File: src/rtl/spx_pkg.sv
/*
  Constants, reset values and shared types of the serial peripheral port.
  Assumes a single system clock; all pins are sampled by that clock.
*/
// Function
// - Master drives master-to-slave line; slave only listens; bytes go MSB first.
// - As master, the master-to-slave line always shows the shift register MSB.
// - Slave-to-master pin floats when disabled or as an unselected 4-wire slave.
// - As a 3-wire slave, the slave-to-master pin always shows the MSB.
// - Master makes the serial clock; unselected 4-wire slave ignores its edges.
// - Select mode 00 is 3-wire; a slave is always selected and must be alone.
// - Select mode 01 makes select an input: selects slave, faults a master.
// - Upper select mode bit set drives select pin with the lower mode bit.
// - Select reaches a pin in every mode except the 3-wire mode 00.
// - Select mode resets to 01, the 4-wire slave or multi-master setting.
// - Master enable with port enable makes the port master; the master starts every transfer.
// - Master data write fills the transmit buffer; empty shifter starts a byte.
// - A started master transfer shifts out at once while clocking the bus.
// - The slave shifts its own byte back at the same time, full duplex.
// - Incoming bits enter MSB first; a full byte moves to the receive buffer.
// - Each byte end sets the complete flag and requests an enabled interrupt.
// - Select low in multi-master mode clears both enables and sets mode fault.
// - Mode fault requests an enabled interrupt; port stays off until re-enabled.
package spx_pkg;

  // ==========================================================================
  // Widths and counts
  localparam int unsigned BYTE_W      = 8;
  localparam int unsigned FIFO_DEPTH  = 16;
  localparam int unsigned DIV_W       = 8;
  localparam logic [3:0]  LAST_EDGE   = 4'hf;

  // ==========================================================================
  // Select pin modes
  localparam logic [1:0]  SEL_3WIRE   = 2'h0;
  localparam logic [1:0]  SEL_4W_IN   = 2'h1;

  // ==========================================================================
  // Reset values
  localparam logic [1:0]  RST_SEL_MODE  = 2'h1;
  localparam logic        RST_MASTER_EN = 1'h0;
  localparam logic        RST_PORT_EN   = 1'h0;
  localparam logic        RST_CLK_POL   = 1'h0;
  localparam logic        RST_CLK_PHA   = 1'h0;
  localparam logic [7:0]  RST_CLK_DIV   = 8'h03;

  // ==========================================================================
  // Synchroniser lanes and their idle levels
  localparam int unsigned PIN_MISO = 0;
  localparam int unsigned PIN_MOSI = 1;
  localparam int unsigned PIN_SCK  = 2;
  localparam int unsigned PIN_NSS  = 3;
  localparam int unsigned PIN_W    = 4;
  localparam logic [3:0]  SYNC_RST = 4'h8;

  // ==========================================================================
  // Transfer states and one-edge result
  typedef enum logic [2:0] {
    SPX_IDLE   = 3'h1,
    SPX_MASTER = 3'h2,
    SPX_SLAVE  = 3'h4
  } spx_state_t;

  typedef struct packed {
    logic [BYTE_W-1:0] shreg;
    logic              samp;
    logic              last;
  } spx_step_t;

endpackage

File: src/rtl/spx_stream_if.sv
/*
  Valid/ready word stream between the port's own modules.
  Assumes both ends run on the same clock.
*/
interface spx_stream_if #(
  parameter int unsigned WIDTH = 8
);
  logic             valid;
  logic             ready;
  logic [WIDTH-1:0] data;

  modport src (output valid, output data, input ready);
  modport snk (input valid, input data, output ready);
endinterface

File: src/rtl/spx_fifo.sv
/*
  Transmit buffer FIFO with valid/ready on both sides.
  Assumes DEPTH is a power of two so pointers wrap by themselves.
*/
module spx_fifo #(
  parameter int unsigned WIDTH = 8,
  parameter int unsigned DEPTH = 16
) (
  // Clock and reset
  input  wire logic   clock,
  input  wire logic   reset,
  // Streams
  spx_stream_if.snk   push,
  spx_stream_if.src   pop
);
  localparam int unsigned AW = $clog2(DEPTH);
  localparam logic [AW:0] FULL_CNT = (AW+1)'(DEPTH);

  typedef struct packed {
    logic [DEPTH-1:0][WIDTH-1:0] mem;
    logic [AW-1:0]               wp;
    logic [AW-1:0]               rp;
    logic [AW:0]                 cnt;
  } spx_fifo_st_t;

  spx_fifo_st_t q;
  spx_fifo_st_t d;
  logic         do_push;
  logic         do_pop;

  // ==========================================================================
  // Flags and handshakes; full and empty come straight from the count
  assign push.ready = (q.cnt != FULL_CNT);
  assign pop.valid  = (q.cnt != '0);
  assign pop.data   = q.mem[q.rp];
  assign do_push    = push.valid && push.ready;
  assign do_pop     = pop.valid && pop.ready;

  // Pointer and count update
  always_comb begin
    d = q;
    if (do_push) begin
      d.mem[q.wp] = push.data;
      d.wp        = q.wp + AW'(1);
    end
    if (do_pop) begin
      d.rp = q.rp + AW'(1);
    end
    if (do_push && !do_pop) begin
      d.cnt = q.cnt + (AW+1)'(1);
    end else if (do_pop && !do_push) begin
      d.cnt = q.cnt - (AW+1)'(1);
    end
  end

  always_ff @(posedge clock or posedge reset) begin
    if (reset) begin
      q <= '0;
    end else begin
      q <= d;
    end
  end
endmodule

File: src/rtl/spx_port.sv
/*
  Serial peripheral port: master and slave byte exchange, pin roles,
  select pin modes, mode fault, transmit FIFO and receive buffer.
  Assumes all pin inputs are asynchronous and software uses the plain
  control ports below on the system clock.
*/
module spx_port (
  // Clock and reset
  input  wire logic                      clock,
  input  wire logic                      reset,
  // Control write
  input  wire logic                      ctrl_wr,
  input  wire logic                      ctrl_master_enable,
  input  wire logic                      ctrl_port_enable,
  input  wire logic [1:0]                ctrl_select_mode,
  input  wire logic                      ctrl_clk_pol,
  input  wire logic                      ctrl_clk_pha,
  input  wire logic [spx_pkg::DIV_W-1:0] ctrl_clk_div,
  // Flag clears and interrupt enable
  input  wire logic                      clear_complete,
  input  wire logic                      clear_fault,
  input  wire logic                      irq_enable,
  // Control and status
  output wire logic                      master_enable_bit,
  output wire logic                      port_enable_bit,
  output wire logic [1:0]                select_pin_mode_field,
  output wire logic                      transfer_complete_flag,
  output wire logic                      mode_fault_flag,
  output wire logic                      busy,
  output wire logic                      irq,
  // Transmit data
  input  wire logic                      tx_valid,
  input  wire logic [spx_pkg::BYTE_W-1:0] tx_data,
  output wire logic                      tx_ready,
  // Receive buffer
  output wire logic [spx_pkg::BYTE_W-1:0] rx_data,
  output wire logic                      rx_valid,
  input  wire logic                      rx_read,
  // Serial clock pin
  input  wire logic                      sck_in,
  output wire logic                      sck_out,
  output wire logic                      sck_oe,
  // Master-to-slave data pin
  input  wire logic                      mosi_in,
  output wire logic                      mosi_out,
  output wire logic                      mosi_oe,
  // Slave-to-master data pin
  input  wire logic                      miso_in,
  output wire logic                      miso_out,
  output wire logic                      miso_oe,
  // Select pin
  input  wire logic                      slave_select_pin_in,
  output wire logic                      slave_select_pin_out,
  output wire logic                      slave_select_pin_oe,
  output wire logic                      slave_select_routed
);
  import spx_pkg::*;

  // ==========================================================================
  // State
  typedef struct packed {
    spx_state_t        state;
    logic              master_en;
    logic              port_en;
    logic [1:0]        sel_mode;
    logic              clk_pol;
    logic              clk_pha;
    logic [DIV_W-1:0]  clk_div;
    logic [DIV_W-1:0]  div_cnt;
    logic [BYTE_W-1:0] shreg;
    logic              sr_full;
    logic              samp;
    logic [3:0]        edge_k;
    logic              sck;
    logic              sck_prev;
    logic              nss_prev;
    logic              complete;
    logic              fault;
    logic [BYTE_W-1:0] rx_data;
    logic              rx_valid;
  } spx_core_st_t;

  localparam spx_core_st_t CORE_RST = '{
    state:     SPX_IDLE,
    master_en: RST_MASTER_EN,
    port_en:   RST_PORT_EN,
    sel_mode:  RST_SEL_MODE,
    clk_pol:   RST_CLK_POL,
    clk_pha:   RST_CLK_PHA,
    clk_div:   RST_CLK_DIV,
    div_cnt:   RST_CLK_DIV,
    shreg:     '0,
    sr_full:   1'h0,
    samp:      1'h0,
    edge_k:    4'h0,
    sck:       RST_CLK_POL,
    sck_prev:  RST_CLK_POL,
    nss_prev:  1'h1,
    complete:  1'h0,
    fault:     1'h0,
    rx_data:   '0,
    rx_valid:  1'h0
  };

  spx_core_st_t q;
  spx_core_st_t d;

  // ==========================================================================
  // Pin synchronisers: every pin level passes two flops first
  logic [PIN_W-1:0] pins_raw;
  logic [PIN_W-1:0] pins_s;
  logic             miso_s;
  logic             mosi_s;
  logic             sck_s;
  logic             nss_s;

  assign pins_raw[PIN_MISO] = miso_in;
  assign pins_raw[PIN_MOSI] = mosi_in;
  assign pins_raw[PIN_SCK]  = sck_in;
  assign pins_raw[PIN_NSS]  = slave_select_pin_in;

  spx_sync #(
    .W   (PIN_W),
    .RST (SYNC_RST)
  ) u_sync (
    .clock (clock),
    .reset (reset),
    .din   (pins_raw),
    .dout  (pins_s)
  );

  assign miso_s = pins_s[PIN_MISO];
  assign mosi_s = pins_s[PIN_MOSI];
  assign sck_s  = pins_s[PIN_SCK];
  assign nss_s  = pins_s[PIN_NSS];

  // ==========================================================================
  // Transmit FIFO; its ready is the write side's back-pressure
  spx_stream_if #(.WIDTH(BYTE_W)) wr_if ();
  spx_stream_if #(.WIDTH(BYTE_W)) rd_if ();

  assign wr_if.valid = tx_valid;
  assign wr_if.data  = tx_data;
  assign tx_ready    = wr_if.ready;

  spx_fifo #(
    .WIDTH (BYTE_W),
    .DEPTH (FIFO_DEPTH)
  ) u_fifo (
    .clock (clock),
    .reset (reset),
    .push  (wr_if),
    .pop   (rd_if)
  );

  // ==========================================================================
  // One serial clock edge of a byte, shared by master and slave.
  // Even edge indices are leading edges; phase picks the sampling edge.
  function automatic spx_step_t spx_edge_step(
    input logic [BYTE_W-1:0] shreg,
    input logic              samp,
    input logic [3:0]        k,
    input logic              pha,
    input logic              bit_in
  );
    spx_step_t r;
    logic      sample_edge;
    r.shreg     = shreg;
    r.samp      = samp;
    r.last      = (k == LAST_EDGE);
    sample_edge = (~k[0]) ^ pha;
    if (sample_edge) begin
      r.samp = bit_in;
    end
    // Phase 1 keeps the MSB across the first leading edge
    if ((!sample_edge && !(pha && (k == 4'h0))) || r.last) begin
      r.shreg = {shreg[BYTE_W-2:0], (r.last && pha) ? bit_in : samp};
    end
    return r;
  endfunction

  // ==========================================================================
  // Decodes
  logic      is_master;
  logic      selected;
  logic      fault_now;
  logic      tick;
  logic      slave_edge;
  logic      edge_ev;
  logic      bit_in;
  logic      pop_now;
  spx_step_t step;

  assign is_master = q.master_en && q.port_en;
  // Mode 00 slave is always selected, mode 01 by a low pin
  assign selected  = (q.sel_mode == SEL_3WIRE) ||
                     ((q.sel_mode == SEL_4W_IN) && !nss_s);
  // Low select in multi-master mode; a falling edge always lands here too
  assign fault_now = is_master && (q.sel_mode == SEL_4W_IN) &&
                     !nss_s;
  assign tick       = (q.state == SPX_MASTER) && (q.div_cnt == '0);
  // Slave edges count only while selected
  assign slave_edge = (q.state == SPX_SLAVE) && selected &&
                      (sck_s != q.sck_prev);
  assign edge_ev    = tick || slave_edge;
  // Master listens on the slave line, slave on the master line
  assign bit_in     = (q.state == SPX_MASTER) ? miso_s : mosi_s;
  assign step       = spx_edge_step(q.shreg, q.samp, q.edge_k, q.clk_pha,
                                    bit_in);

  // Pop into an empty shifter: master starts a byte, slave preloads
  assign pop_now = rd_if.valid && !q.sr_full && !fault_now &&
                   (((q.state == SPX_IDLE) && is_master) ||
                    ((q.state == SPX_SLAVE) && !edge_ev &&
                     (q.edge_k == 4'h0)));
  assign rd_if.ready = pop_now;

  // ==========================================================================
  // Next state
  always_comb begin
    d          = q;
    d.sck_prev = sck_s;
    d.nss_prev = nss_s;

    // Software control write
    if (ctrl_wr) begin
      d.master_en = ctrl_master_enable;
      d.port_en   = ctrl_port_enable;
      d.sel_mode  = ctrl_select_mode;
      d.clk_pol   = ctrl_clk_pol;
      d.clk_pha   = ctrl_clk_pha;
      d.clk_div   = ctrl_clk_div;
    end

    // Clears first so a same-cycle set below wins
    if (clear_complete) begin
      d.complete = 1'h0;
    end
    if (clear_fault) begin
      d.fault = 1'h0;
    end
    if (rx_read) begin
      d.rx_valid = 1'h0;
    end

    unique case (q.state)
      SPX_IDLE: begin
        d.sck    = q.clk_pol;
        d.edge_k = 4'h0;
        if (q.port_en && !q.master_en) begin
          d.state = SPX_SLAVE;
        end
      end
      SPX_MASTER: begin
        // Half-period divider generates the bus clock
        if (tick) begin
          d.sck     = ~q.sck;
          d.div_cnt = q.clk_div;
        end else begin
          d.div_cnt = q.div_cnt - DIV_W'(1);
        end
        if (!is_master) begin
          d.state = SPX_IDLE;
        end
      end
      SPX_SLAVE: begin
        // Falling select restarts the byte in 4-wire slave mode
        if ((q.sel_mode == SEL_4W_IN) && q.nss_prev && !nss_s) begin
          d.edge_k = 4'h0;
        end
        if (!q.port_en || q.master_en) begin
          d.state = SPX_IDLE;
        end
      end
    endcase

    // Sample or shift on each edge; the sixteenth closes the byte
    if (edge_ev) begin
      d.shreg  = step.shreg;
      d.samp   = step.samp;
      d.edge_k = q.edge_k + 4'h1;
      if (step.last) begin
        d.edge_k   = 4'h0;
        d.sr_full  = 1'h0;
        d.complete = 1'h1;
        d.rx_data  = step.shreg;
        d.rx_valid = 1'h1;
        if (q.state == SPX_MASTER) begin
          d.state = SPX_IDLE;
        end
      end
    end

    // Load the shifter from the transmit buffer
    if (pop_now) begin
      d.shreg   = rd_if.data;
      d.sr_full = 1'h1;
      if (q.state == SPX_IDLE) begin
        d.state   = SPX_MASTER;
        d.div_cnt = q.clk_div;
        d.sck     = q.clk_pol;
        d.edge_k  = 4'h0;
      end
    end

    // Disabling the port also resets the bit counter
    if (!q.port_en) begin
      d.edge_k = 4'h0;
    end

    // Mode fault beats a same-cycle software write of the enables
    if (fault_now) begin
      d.master_en = 1'h0;
      d.port_en   = 1'h0;
      d.fault     = 1'h1;
      d.state     = SPX_IDLE;
      d.edge_k    = 4'h0;
      d.sr_full   = 1'h0;
      d.sck       = q.clk_pol;
    end
  end

  always_ff @(posedge clock or posedge reset) begin
    if (reset) begin
      q <= CORE_RST;
    end else begin
      q <= d;
    end
  end

  // ==========================================================================
  // Pin roles
  assign sck_oe   = is_master;
  assign sck_out  = q.sck;
  assign mosi_oe  = is_master;
  assign mosi_out = q.shreg[BYTE_W-1];
  // Floats when off or as an unselected 4-wire slave
  assign miso_oe  = q.port_en && !q.master_en && selected;
  assign miso_out = q.shreg[BYTE_W-1];
  // Upper mode bit turns select into an output carrying the lower bit
  assign slave_select_pin_oe  = q.sel_mode[1];
  assign slave_select_pin_out = q.sel_mode[0];
  assign slave_select_routed  = (q.sel_mode != SEL_3WIRE);

  // ==========================================================================
  // Status and interrupt request
  assign master_enable_bit      = q.master_en;
  assign port_enable_bit        = q.port_en;
  assign select_pin_mode_field  = q.sel_mode;
  assign transfer_complete_flag = q.complete;
  assign mode_fault_flag        = q.fault;
  assign busy                   = (q.state == SPX_MASTER);
  assign irq = irq_enable && (q.complete || q.fault);
  assign rx_data  = q.rx_data;
  assign rx_valid = q.rx_valid;
endmodule

File: src/rtl/spx_sync.sv
/*
  Two-flop synchroniser for a group of asynchronous pin levels.
  Assumes each lane is a slow level; no lane is read before the second flop.
*/
module spx_sync #(
  parameter int unsigned   W   = 4,
  parameter logic [W-1:0]  RST = '0
) (
  // Clock and reset
  input  wire logic         clock,
  input  wire logic         reset,
  // Levels
  input  wire logic [W-1:0] din,
  output wire logic [W-1:0] dout
);
  typedef struct packed {
    logic [W-1:0] meta;
    logic [W-1:0] sync;
  } spx_sync_st_t;

  spx_sync_st_t q;
  spx_sync_st_t d;

  // ==========================================================================
  // Stages
  always_comb begin
    d.meta = din;
    d.sync = q.meta;
  end

  always_ff @(posedge clock or posedge reset) begin
    if (reset) begin
      q <= {RST, RST};
    end else begin
      q <= d;
    end
  end

  assign dout = q.sync;
endmodule

File: config.mk
export PLATFORM = sky130hd
export DESIGN_NAME = spx_port
export DESIGN_NICKNAME = d
export VERILOG_FILES = /design/src/rtl/spx_pkg.sv /design/src/rtl/spx_stream_if.sv /design/src/rtl/spx_fifo.sv /design/src/rtl/spx_port.sv /design/src/rtl/spx_sync.sv
export SDC_FILE = /design/constraint.sdc
export NUM_CORES = 1
export LEC_CHECK = 0
export BUFFER_PORTS_ARGS = -buffer_cell sky130_fd_sc_hd__clkbuf_2
export CELL_PAD_IN_SITES_DETAIL_PLACEMENT = 1
export CELL_PAD_IN_SITES_GLOBAL_PLACEMENT = 1
export CORE_ASPECT_RATIO = 1.75
export CORE_UTILIZATION = 50
export DETAILED_ROUTE_END_ITERATION = 7
export GPL_ROUTABILITY_DRIVEN = 0
export GPL_TIMING_DRIVEN = 0
export HOLD_SLACK_MARGIN = 0.06
export PLACE_DENSITY_LB_ADDON = 0.12
export SLEW_MARGIN = 0
export SYNTH_ARGS = -nofsm -noshare
export SYNTH_HDL_FRONTEND = slang
export SYNTH_HIERARCHICAL = 1
export SYNTH_SLANG_ARGS = --single-unit
export TNS_END_PERCENT = 20
File: constraint.sdc
create_clock -name clock -period 7.45 [get_ports clock]
set_input_delay 1.49 -clock clock [delete_from_list [all_inputs] [get_ports clock]]
set_output_delay 1.49 -clock clock [all_outputs]
set_load 0.005 [all_outputs]
==> results of run 1 <==
## path summary, 6_finish.rpt
check,startpoint,endpoint
worst max-delay path,port_enable_bit,u_fifo/q[4]
worst min-delay path,u_sync/d[0],u_sync/dout[0]
worst max register to register,port_enable_bit,u_fifo/q[4]
worst min register to register,u_sync/d[0],u_sync/dout[0]
max in group asynchronous,reset,u_fifo/q[48]
min in group asynchronous,reset,u_sync/d[1]
## metal layers
| layer | up-vias | track usage (%) | wire, um |
|---|---|---|---|
| li1 | 2854 | - | - |
| met1 | 3365 | 27.85 | 8898 |
| met2 | 104 | 51.18 | 14410 |
| met3 | 60 | 2.822 | 585 |
| met4 | 0 | 13.07 | 1317 |
| met5 | - | 0 | 0 |
## power by group
part	switching (mW)	internal, mW
sequential	0.289	1.54
combinational	0.863	0.844
clock	0.435	0.618
total	1.59	3.00
## through the flow
stage | worst slack [ps] | instance area (um^2) | std cells | power [mW]
finish | 3737 | 11160 | 1086 | 4.588
global route | 3483 | 11160 | 1086 | 4.849
CTS | 3691 | 11160 | 1086 | 4.622
detailed placement | 3804 | 10480 | 1050 | 3.535
global placement | 968.0 | 10430 | 1048 | 3.382
floorplan | 2179 | 9829 | 748 | 3.030
## synthesized netlist by cell type, types with 3 or more instances
library cell  instances  area share [%]
dfrtp_1             193              49
mux2_2              147              17
nand2_1              41             1.6
o21ai_0              39             2.0
mux2i_1              35             3.6
a21oi_1              23             1.2
clkbuf_1             22            0.84
inv_1                22            0.84
nor2_1               19            0.73
mux4_2               16             3.7
buf_4                15             1.1
ha_1                 13             1.7
nand3_4              13             2.3
a22oi_1              12            0.92
a21o_1               10            0.76
nand3_1              10            0.51
xnor2_1              10            0.89
dfstp_2               9             2.4
a221oi_1              8            0.71
buf_2                 8            0.41
a22o_1                7            0.62
and2_1                7            0.45
nor2b_1               6            0.38
and3_1                5            0.32
mux2_1                5            0.57
buf_6                 4            0.46
nor3b_1               3            0.23
xor2_1                3            0.27
## worst max-delay path, cell delays in order (launching register included)
cell and delay, ps:
dfrtp_1 480, and2_1 160, clkbuf_1 310, nand3_1 410, o2111a_2 340, buf_6 150
and2_1 180, inv_1 120, ha_1 240, inv_1 140, ha_1 320, a21o_1 200
a21oi_1 180, mux2i_1 240, xnor2_1 140
## registers in the layout (all words and copies together) (netlist names)
register and count:
transfer_complete_flag 1, q 36, sck_out 1, u_sync/d 4, master_enable_bit 1, rx_valid 1
select_pin_mode_field 2, u_sync/dout 4, port_enable_bit 1, mode_fault_flag 1, u_fifo/q 141, miso_out 1
rx_data 8
## kinds of logic (layout without fill, tap and decap cells)
logic type | count (synthesis) | after routing | share of synthesized area, %
xor+xnor | 13 | 13 | 1.158
compound gates | 119 | 119 | 8.325
mux | 203 | 203 | 24.64
flops | 202 | 202 | 51.54
simple gates | 122 | 122 | 8.414
buf+inv | 75 | 172 | 4.061
fa+ha+maj | 14 | 14 | 1.859
## area by class of cell
class | instances | area [um^2] | share of cell area, %
clock inverter | 8 | 98.84 | 0.8857
tap | 241 | 301.5 | 2.702
timing repair buffer | 61 | 342.8 | 3.072
inverter | 23 | 96.34 | 0.8633
clock buffer | 28 | 581.8 | 5.214
sequential | 202 | 5066 | 45.40
multi-input combinational | 471 | 4364 | 39.11
buffer | 52 | 307.8 | 2.758
==> metrics.txt, run 1 <==
FF-to-FF setup slack 3740 ps; core box area 19,200 um^2; final setup TNS 0 ps; Synth Net Count 796; worst hold path class reg -> reg; Setup-failing EPs final 0; synth warn 6; clock slew at reported path FFs 70 ps; FF+latch count, synth 202; Startpoint Class flop; reg2reg path depth 14; max_slew headroom 41.58%; DP Wirelength 18,180 um; routed len/inst 23.21 um; mean area per synthesized cell 13.14 um^2; max-cap violations 0; fin crit share 49.83%; chip width 108.0 um; status completed; CTS tree done; Final Max Tran Viols 0; commonest cells after routing, fill and taps aside dfrtp_1 (193), mux2_2 (147), clkbuf_2 (59); antenna cell count 0; Final nets 879; Num CTS Buffers 20; I/O pin total 61; Critical Path End Type flop; GRT Residual Overflow 0; CTS Root Cell clkbuf_16; Hold Path Depth 0; fillers 1,951; Bufs on Longest Clock Path 3; CTS Sinks 202; async set-or-reset flop fraction in the synthesized netlist 100.0%; part of the Yosys area used for sequential elements 51.54%; most common cell after layout, fill and taps aside dfrtp_1; detail-routed via count per cell 5.878; largest net degree at the start of global routing 98; post-cts sizing count 0; Post-synth EDFFs 0; drt drc 0; Max Clock Skew 21.47 ps; area grow syn2layout 13.53%; Static Leakage 5.019 nW; Fin Hold WS 348.9 ps; FP Rows 67; DR iter-0 viols 303; crit path kind reg -> reg; Die Y 187.5 um; vias in the first global route 7,310; CTS HTree Levels 1; Final Hold Vio Count 0; Synth cell types 62; fin crit period 3713 ps; Post-DRT Antenna Nets 0; Clock Latency Late Sink 500 ps; vias 6,383; commonest register cell after synthesis dfrtp_1; synthesized area 9829 um^2; first-pass GRT wire length 40,760 um; post-layout util 58.13%; unrepaired setup endpoints after global routing false; Post-CTS Setup Repair Bufs 0; CTS Hold Buffers Added 0; starting density of the core 51.20%; P per Cell Area 411.1 nW/um^2; layout cells sized above 1 38.46%; Port Buffer Count 59; Max Clk Rate 0.2694 GHz; VDD IR max 0.2300 mV; WL final 25,210 um; CP arrival 4120 ps; Critical Path RT 7860 ps; DIE AREA 20,250 um^2; initial antenna violation count 0; Tot GR Track Use 26.70%; CP max FO 10; Mapped Cells 748; Slew @ Worst Pin 874.5 ps; DR pass1 iterations 4
Power figures use the tool's default switching activity.
==> run 2, diff against run 1 <==
--- a/config.mk
+++ b/config.mk
@@ -5,11 +5,12 @@
 export SDC_FILE = /design/constraint.sdc
 export NUM_CORES = 1
 export LEC_CHECK = 0
+export ABC_AREA = 1
 export BUFFER_PORTS_ARGS = -buffer_cell sky130_fd_sc_hd__clkbuf_2
 export CELL_PAD_IN_SITES_DETAIL_PLACEMENT = 1
 export CELL_PAD_IN_SITES_GLOBAL_PLACEMENT = 1
 export CORE_ASPECT_RATIO = 1.75
-export CORE_UTILIZATION = 50
+export CORE_UTILIZATION = 42
 export DETAILED_ROUTE_END_ITERATION = 7
 export GPL_ROUTABILITY_DRIVEN = 0
 export GPL_TIMING_DRIVEN = 0
==> constraint.sdc (replaced) <==
create_clock -name clock -period 3.1 [get_ports clock]
set_input_delay 0.62 -clock clock [delete_from_list [all_inputs] [get_ports clock]]
set_output_delay 0.62 -clock clock [all_outputs]
set_load 0.005 [all_outputs]
==> run 2 against run 1 <==
Against the previous run:
- highest routed layer unchanged
- combinational power grew to 3.0 times the previous value
- clock power grew to 2.6 times the previous value
- core utilization shrank 9.6 points
- synthesized area grew 15%
- global-route usage grew 2.3 points
- sequential share of layout area shrank 6.1 points
- critical endpoint unchanged
- design area grew 16%
- sequential power grew 130%
- critical path depth grew 5
- worst setup slack lost 3500 ps
==> metrics.txt, run 2 <==
Startpoint Class flop; DR iter-0 viols 440; initial antenna violation count 0; part of the Yosys area used for sequential elements 44.73%; CTS Hold Buffers Added 0; Post-synth EDFFs 0; mean area per synthesized cell 7.582 um^2; layout cells sized above 1 14.39%; area grow syn2layout 13.91%; Final Max Tran Viols 0; Max Clk Rate 0.3476 GHz; async set-or-reset flop fraction in the synthesized netlist 100.0%; clock slew at reported path FFs 60 ps; synthesized area 11,330 um^2; fin crit period 2877 ps; I/O pin total 61; Static Leakage 6.764 nW; FF+latch count, synth 202; Final Hold Vio Count 0; Max Clock Skew 8.424 ps; Slew @ Worst Pin 991.8 ps; vias in the first global route 11,310; Die Y 219.2 um; compound-gate portion of the synthesized area 2.673%; Synth top cells by count nand2_1 (623), dfrtp_1 (193), nand4_1 (136), inv_1 (114), nand3_1 (95); status completed; top cells by area, synth dfrtp_1 (43%), nand2_1 (21%), nand4_1 (7.5%); DR pass1 iterations 4; final instance area 12,900 um^2; max_slew headroom 33.88%; chip width 126.1 um; Reg with most FFs u_fifo/q; max-cap violations 0; Num CTS Buffers 22; Bufs on Longest Clock Path 3; GRT Residual Overflow 0; Placed Area 12,100 um^2; starting density of the core 42.60%; CTS tree done; crit path kind reg -> reg; Crit-path slowest cell dfstp_2; largest net degree at the start of global routing 40; CP max FO 10; most common cell after layout, fill and taps aside nand2_1; Synth Net Count 1,542; CTS HTree Levels 1; Critical Path End Type flop; Fin Hold WS 73.78 ps; WL final 38,250 um; most frequent CP cell nand2_1; core box area 26,590 um^2; CTS Root Cell clkbuf_16; post-synth top area share 42.64%; synth warn 6; worst hold path class in -> async; Setup-failing EPs final 0; area leader, netlist dfrtp_1; CP arrival 3340 ps; Synth cell types 37; Synth Area in Simple Gates 40.90%; mux contribution to synthesized area 0%; routed len/inst 19.97 um; commonest cells after routing, fill and taps aside nand2_1 (622), dfrtp_1 (193), nand4_1 (136); Post-Synth Adder-Cell Area 1.613%; Multi-input gate area 5295 um^2; Critical Path RT 3560 ps; FP Rows 79; fillers 3,321; fin crit share 92.81%; critical path cell sequence inv_2 > ha_2 > nand2_1 > nor2_2 > nand3_4 > nand3_2 > nand2_4 > nand2_8 > inv_8 > nand2_4 > ha_4 > inv_1 > ha_4 > or2_2 > nand2_1 > nand2_1 > nand2_1 > nand2_1 > nand2_1; detail-routed via count per cell 5.428; CP max stage delay 520 ps; DP Wirelength 29,500 um; Tot GR Track Use 29.02%; commonest register cell after synthesis dfrtp_1; XOR/XNOR share of the synthesized area 1.083%; antenna cell count 0; drt drc 0; largest family of logic cells by synthesized area simple AND/OR/NAND/NOR gates; Final nets 1,624; P per Cell Area 935.5 nW/um^2; Sequential Area 5066 um^2; Layout Cells excl Fill 1,915; Largest register FFs 141; Post-DRT Antenna Nets 0; DIE AREA 27,660 um^2; most common cell in the netlist nand2_1; vias 10,400; Cells after DPL 1,874; CTS Sinks 202; Mapped Cells 1,494; Port Buffer Count 51; first-pass GRT wire length 60,960 um; Clock Latency Late Sink 520 ps; unrepaired setup endpoints after global routing false; VDD IR max 0.5420 mV
## run 2: cell count changes in the layout (fill, tap and decap cells not counted), sizes merged, moves of 13 or more
cell	previous run	this run
nand2	41	633
nand3	23	116
a21oi	23	9
a22oi	13	0
nand4	5	137
mux2i	35	0
nor2	20	100
mux2	152	0
buf	32	67
mux4	16	0
inv	23	124
## run 2: kinds of logic (layout without fill, tap and decap cells)
family | after synthesis | after routing
AND/OR/NAND/NOR | 990 | 990
AO/OA/AOI/OAI | 58 | 58
flip-flops | 202 | 202
buffers and inverters | 216 | 313
XOR/XNOR | 14 | 14
adder cells (fa/ha/maj) | 14 | 14
## run 2: cell type report
type                    instances  area share (%)
plain buffers                  91           4.247
clock buffers                  32           5.188
clock inverters                 7          0.4655
inverters                     125           3.724
multi-input cells            1076           41.04
flip-flops and latches        202           39.26
well taps                     324           3.142
repair buffers                 58           2.929
## run 2: routing by layer
| layer | part of all wire [%] | up-vias | global-route usage [%] |
|---|---|---|---|
| li1 | - | 4961 | - |
| met1 | 34 | 5129 | 27.46 |
| met3 | 2.6 | 104 | 2.852 |
| met4 | 6.0 | 0 | 17.35 |
| met5 | 0 | - | 0 |
| met2 | 57 | 201 | 58.86 |
## run 2: power by group
| part | internal (mW) | switching [mW] |
|---|---|---|
| registers | 3.62 | 0.668 |
| logic | 1.62 | 3.46 |
| clock network | 1.58 | 1.12 |
## run 2: through the flow
| stage | worst slack (ps) | setup TNS [ps] | power (mW) | utilization (%) |
|---|---|---|---|---|
| after global placement | -441.5 | -59690 | 9.125 | 45.10 |
| after detailed placement | -514.3 | -1041 | 9.341 | 45.50 |
| final | 222.8 | 0 | 12.07 | 48.52 |
| after floorplan | 214.6 | 0 | 7.645 | - |
| after global routing | 28.36 | 0 | 12.96 | 48.52 |
| after CTS | 16.55 | 0 | 12.15 | 48.42 |
## run 2: worst max-delay path: cells and delay by family, from the launching register on
| family | cells | cell delay [ps] |
|---|---|---|
| flip-flops | 1 | 520 |
| AND/OR/NAND/NOR | 13 | 1330 |
| adder cells (fa/ha/maj) | 3 | 660 |
| buffers and inverters | 3 | 320 |
## run 2: final timing paths
check                                    start        endpoint  slack (ps)  cells past startpoint
max                                      q[28]     u_fifo/q[4]         220                     19
min                                      reset     u_sync/d[2]          70                      2
max reg2reg                              q[28]     u_fifo/q[4]         220                     19
min reg2reg                        u_sync/d[0]  u_sync/dout[0]         350                      0
max in group asynchronous                reset    u_fifo/q[59]        2040                      4
min in group clock         slave_select_pin_in     u_sync/d[3]         190                      1
## run 2: repair_timing
item | CTS | global route
setup buffers | 1 | 1
setup endpoints to repair | 4 | 1
gates resized for setup | 9 | 4
pin swaps | 1 | 1
==> run 3, diff against run 2 <==
--- a/config.mk
+++ b/config.mk
@@ -10,15 +10,15 @@
 export CELL_PAD_IN_SITES_DETAIL_PLACEMENT = 1
 export CELL_PAD_IN_SITES_GLOBAL_PLACEMENT = 1
 export CORE_ASPECT_RATIO = 1.75
-export CORE_UTILIZATION = 42
+export CORE_UTILIZATION = 41
 export DETAILED_ROUTE_END_ITERATION = 7
 export GPL_ROUTABILITY_DRIVEN = 0
 export GPL_TIMING_DRIVEN = 0
 export HOLD_SLACK_MARGIN = 0.06
 export PLACE_DENSITY_LB_ADDON = 0.12
+export SETUP_SLACK_MARGIN = 0.3
 export SLEW_MARGIN = 0
 export SYNTH_ARGS = -nofsm -noshare
 export SYNTH_HDL_FRONTEND = slang
-export SYNTH_HIERARCHICAL = 1
 export SYNTH_SLANG_ARGS = --single-unit
 export TNS_END_PERCENT = 20
==> run 3 against run 2 <==
Against the previous run:
- critical path depth shrank 2
- flip-flop and latch count is the same
- clock-buffer cell count shrank 1
- via count shrank 16%
- synthesized cell count shrank 16%
- maximum frequency grew 7.3%
- final cell count shrank 13%
- combinational power shrank 6.1%
- critical path type unchanged
- largest power group unchanged
==> metrics.txt, run 3 <==
Synth top cells by count nand2_1 (383), dfrtp_1 (193), o21ai_0 (184), nor2_1 (104), nand3_1 (89); Port Buffer Count 59; Num CTS Buffers 21; Reg power frac 36.5%; Critical Path RT 3500 ps; fin crit period 2680 ps; vias in the first global route 9,338; max_slew headroom 37.99%; GRT Residual Overflow 0; pre-CTS worst setup slack -63.39 ps; initial antenna violation count 0; area grow syn2layout 16.40%; synth warn 0; DR WL met2 17,730 um; vias 8,750; part of the Yosys area used for sequential elements 50.64%; Clock Latency Late Sink 520 ps; FF+latch count, synth 202; Slew @ Worst Pin 928.2 ps; CP max stage delay 540 ps; unrepaired setup endpoints after global routing false; sw frac 42.13%; starting density of the core 41.80%; commonest register cell after synthesis dfrtp_1; Post-synth EDFFs 0; P per Cell Area 1003 nW/um^2; first-pass GRT wire length 51,820 um; fillers 2,930; mean area per synthesized cell 8.016 um^2; Static Leakage 5.690 nW; Final Power 11.67 mW; fin crit share 86.47%; post-synth top area share 48.28%; drt drc 0; most common cell after layout, fill and taps aside nand2_1; Final Max Tran Viols 0; Reg with most FFs u_fifo.q; clock share of power 22.7%; Sw Pwr 4.919 mW; async set-or-reset flop fraction in the synthesized netlist 100.0%; Synth cell types 43; Setup-failing EPs final 0; Largest register FFs 141; DR pass1 iterations 5; most common cell in the netlist nand2_1; Final Hold Vio Count 0; layout cells sized above 1 16.13%; met1 wire length 12,180 um; Cells after DPL 1,620; WL final 32,620 um; Hold Path Depth 1; crit path kind reg -> reg; chip width 120.1 um; Tot GR Track Use 27.22%; DP Wirelength 24,060 um; Crit-path slowest cell dfstp_2; CP max FO 8; core box area 23,930 um^2; Logic pwr share 40.8%; clock slew at reported path FFs 70 ps; Top Layer Used met4; antenna cell count 0; DIE AREA 25,050 um^2; FF-to-FF setup slack 420 ps; Mapped Cells 1,248; top cells by area, synth dfrtp_1 (48%), nand2_1 (14%), o21ai_0 (9.2%); FP Rows 75; critical path cell sequence inv_2 > ha_1 > inv_2 > nor2_4 > nand3_4 > nand3_4 > nand2_4 > nand2_8 > buf_8 > ha_2 > inv_2 > ha_1 > inv_2 > a21oi_2 > o21ai_0 > nand3_1 > xnor2_1; synthesized area 10,000 um^2; status completed; VDD IR max 0.5917 mV; Final nets 1,393; reg2reg path depth 17; Max Clk Rate 0.3731 GHz; Post-DRT Antenna Nets 0; Routed met3 length 881 um; Internal 6.755 mW; largest net degree at the start of global routing 40; CTS tree done; area leader, netlist dfrtp_1; Layout Cells excl Fill 1,666; Die Y 208.6 um; Bufs on Longest Clock Path 3; Max Clock Skew 10.91 ps; routed len/inst 19.58 um; max-cap violations 0; most frequent CP cell inv_2; final setup TNS 0 ps; detail-routed via count per cell 5.252; Synth Net Count 1,296; CP arrival 3080 ps; Final Worst Setup Slack 419.5 ps; CTS HTree Levels 1; Critical Path End Type flop; CTS Root Cell clkbuf_16; Startpoint Class flop; I/O pin total 61; commonest cells after routing, fill and taps aside nand2_1 (383), dfrtp_1 (193), o21ai_0 (183); CTS Sinks 202; worst hold path class in -> reg; DR iter-0 viols 391
run 3: path summary, 6_finish.rpt:
check | start | endpoint
hold / removal | slave_select_pin_in | u_sync.d[3]
setup reg to reg | q[28] | u_fifo.q[4]
min in group asynchronous | reset | q[31]
hold reg to reg | u_sync.d[0] | u_sync.dout[0]
max in group asynchronous | reset | q[50]
setup / recovery | q[28] | u_fifo.q[4]
run 3: metrics by stage:
stage / hold slack (ps) / util, % / area, um^2
2_1_floorplan: 331.2 / - / 10010
4_1_cts: 170.7 / 48.43 / 11590
3_5_place_dp: 341.8 / 45.08 / 10790
5_1_grt: 177.6 / 48.66 / 11640
3_3_place_gp: 339.7 / 44.66 / 10690
6_report: 183.4 / 48.66 / 11640
run 3: cell families (layout without fill, tap and decap cells):
family / Yosys count / after routing / synth area share [%]
compound gates: 239 / 239 / 12.40
flops: 202 / 202 / 50.64
xor+xnor: 9 / 9 / 0.7879
buf+inv: 162 / 272 / 7.430
fa+ha+maj: 14 / 14 / 1.826
mux: 2 / 2 / 0.2251
simple gates: 620 / 620 / 26.69
run 3: power by group through the flow:
stage | sequential, mW | clock [mW] | combinational [mW]
finish | 4.26 | 2.65 | 4.77
global route | 4.38 | 2.79 | 5.35
CTS | 4.24 | 2.69 | 4.76
detailed placement | 4.27 | 0 | 4.62
global placement | 4.24 | 0 | 4.46
floorplan | 4.10 | 0 | 3.17
run 3: timing repair:
action | 4_1_cts | 5_1_grt
hold buffers | 0 | 0
setup buffers | 5 | 5
resized for setup | 14 | 6
pin swaps | 5 | 5
endpoints found under the setup margin | 3 | 2
cloned | 0 | 0
run 3: final cells by class:
| class | count | area (um^2) | share of cell area (%) |
|---|---|---|---|
| Clock inverter | 5 | 75.07 | 0.6447 |
| Inverter | 90 | 341.6 | 2.934 |
| Timing Repair Buffer | 74 | 470.5 | 4.040 |
| Multi-Input combinational cell | 884 | 4273 | 36.70 |
| Tap cell | 308 | 385.4 | 3.310 |
| Sequential cell | 202 | 5066 | 43.51 |
| Buffer | 72 | 409.1 | 3.514 |
| Clock buffer | 31 | 623.1 | 5.351 |
run 3: worst max-delay path, delay by kind of cell, from the launching register on:
kind                     cells  cell delay (ps)
AND/OR/NAND/NOR              6              550
XOR/XNOR                     1              130
AO/OA/AOI/OAI                2              210
buffers and inverters        5              470
adder cells (fa/ha/maj)      3              660
flip-flops                   1              540
run 3: routing by layer:
layer | vias up | track usage [%]
met4 | 0 | 14.57
met1 | 4305 | 29.23
li1 | 4208 | -
met5 | - | 0
met2 | 158 | 51.31
met3 | 79 | 2.647
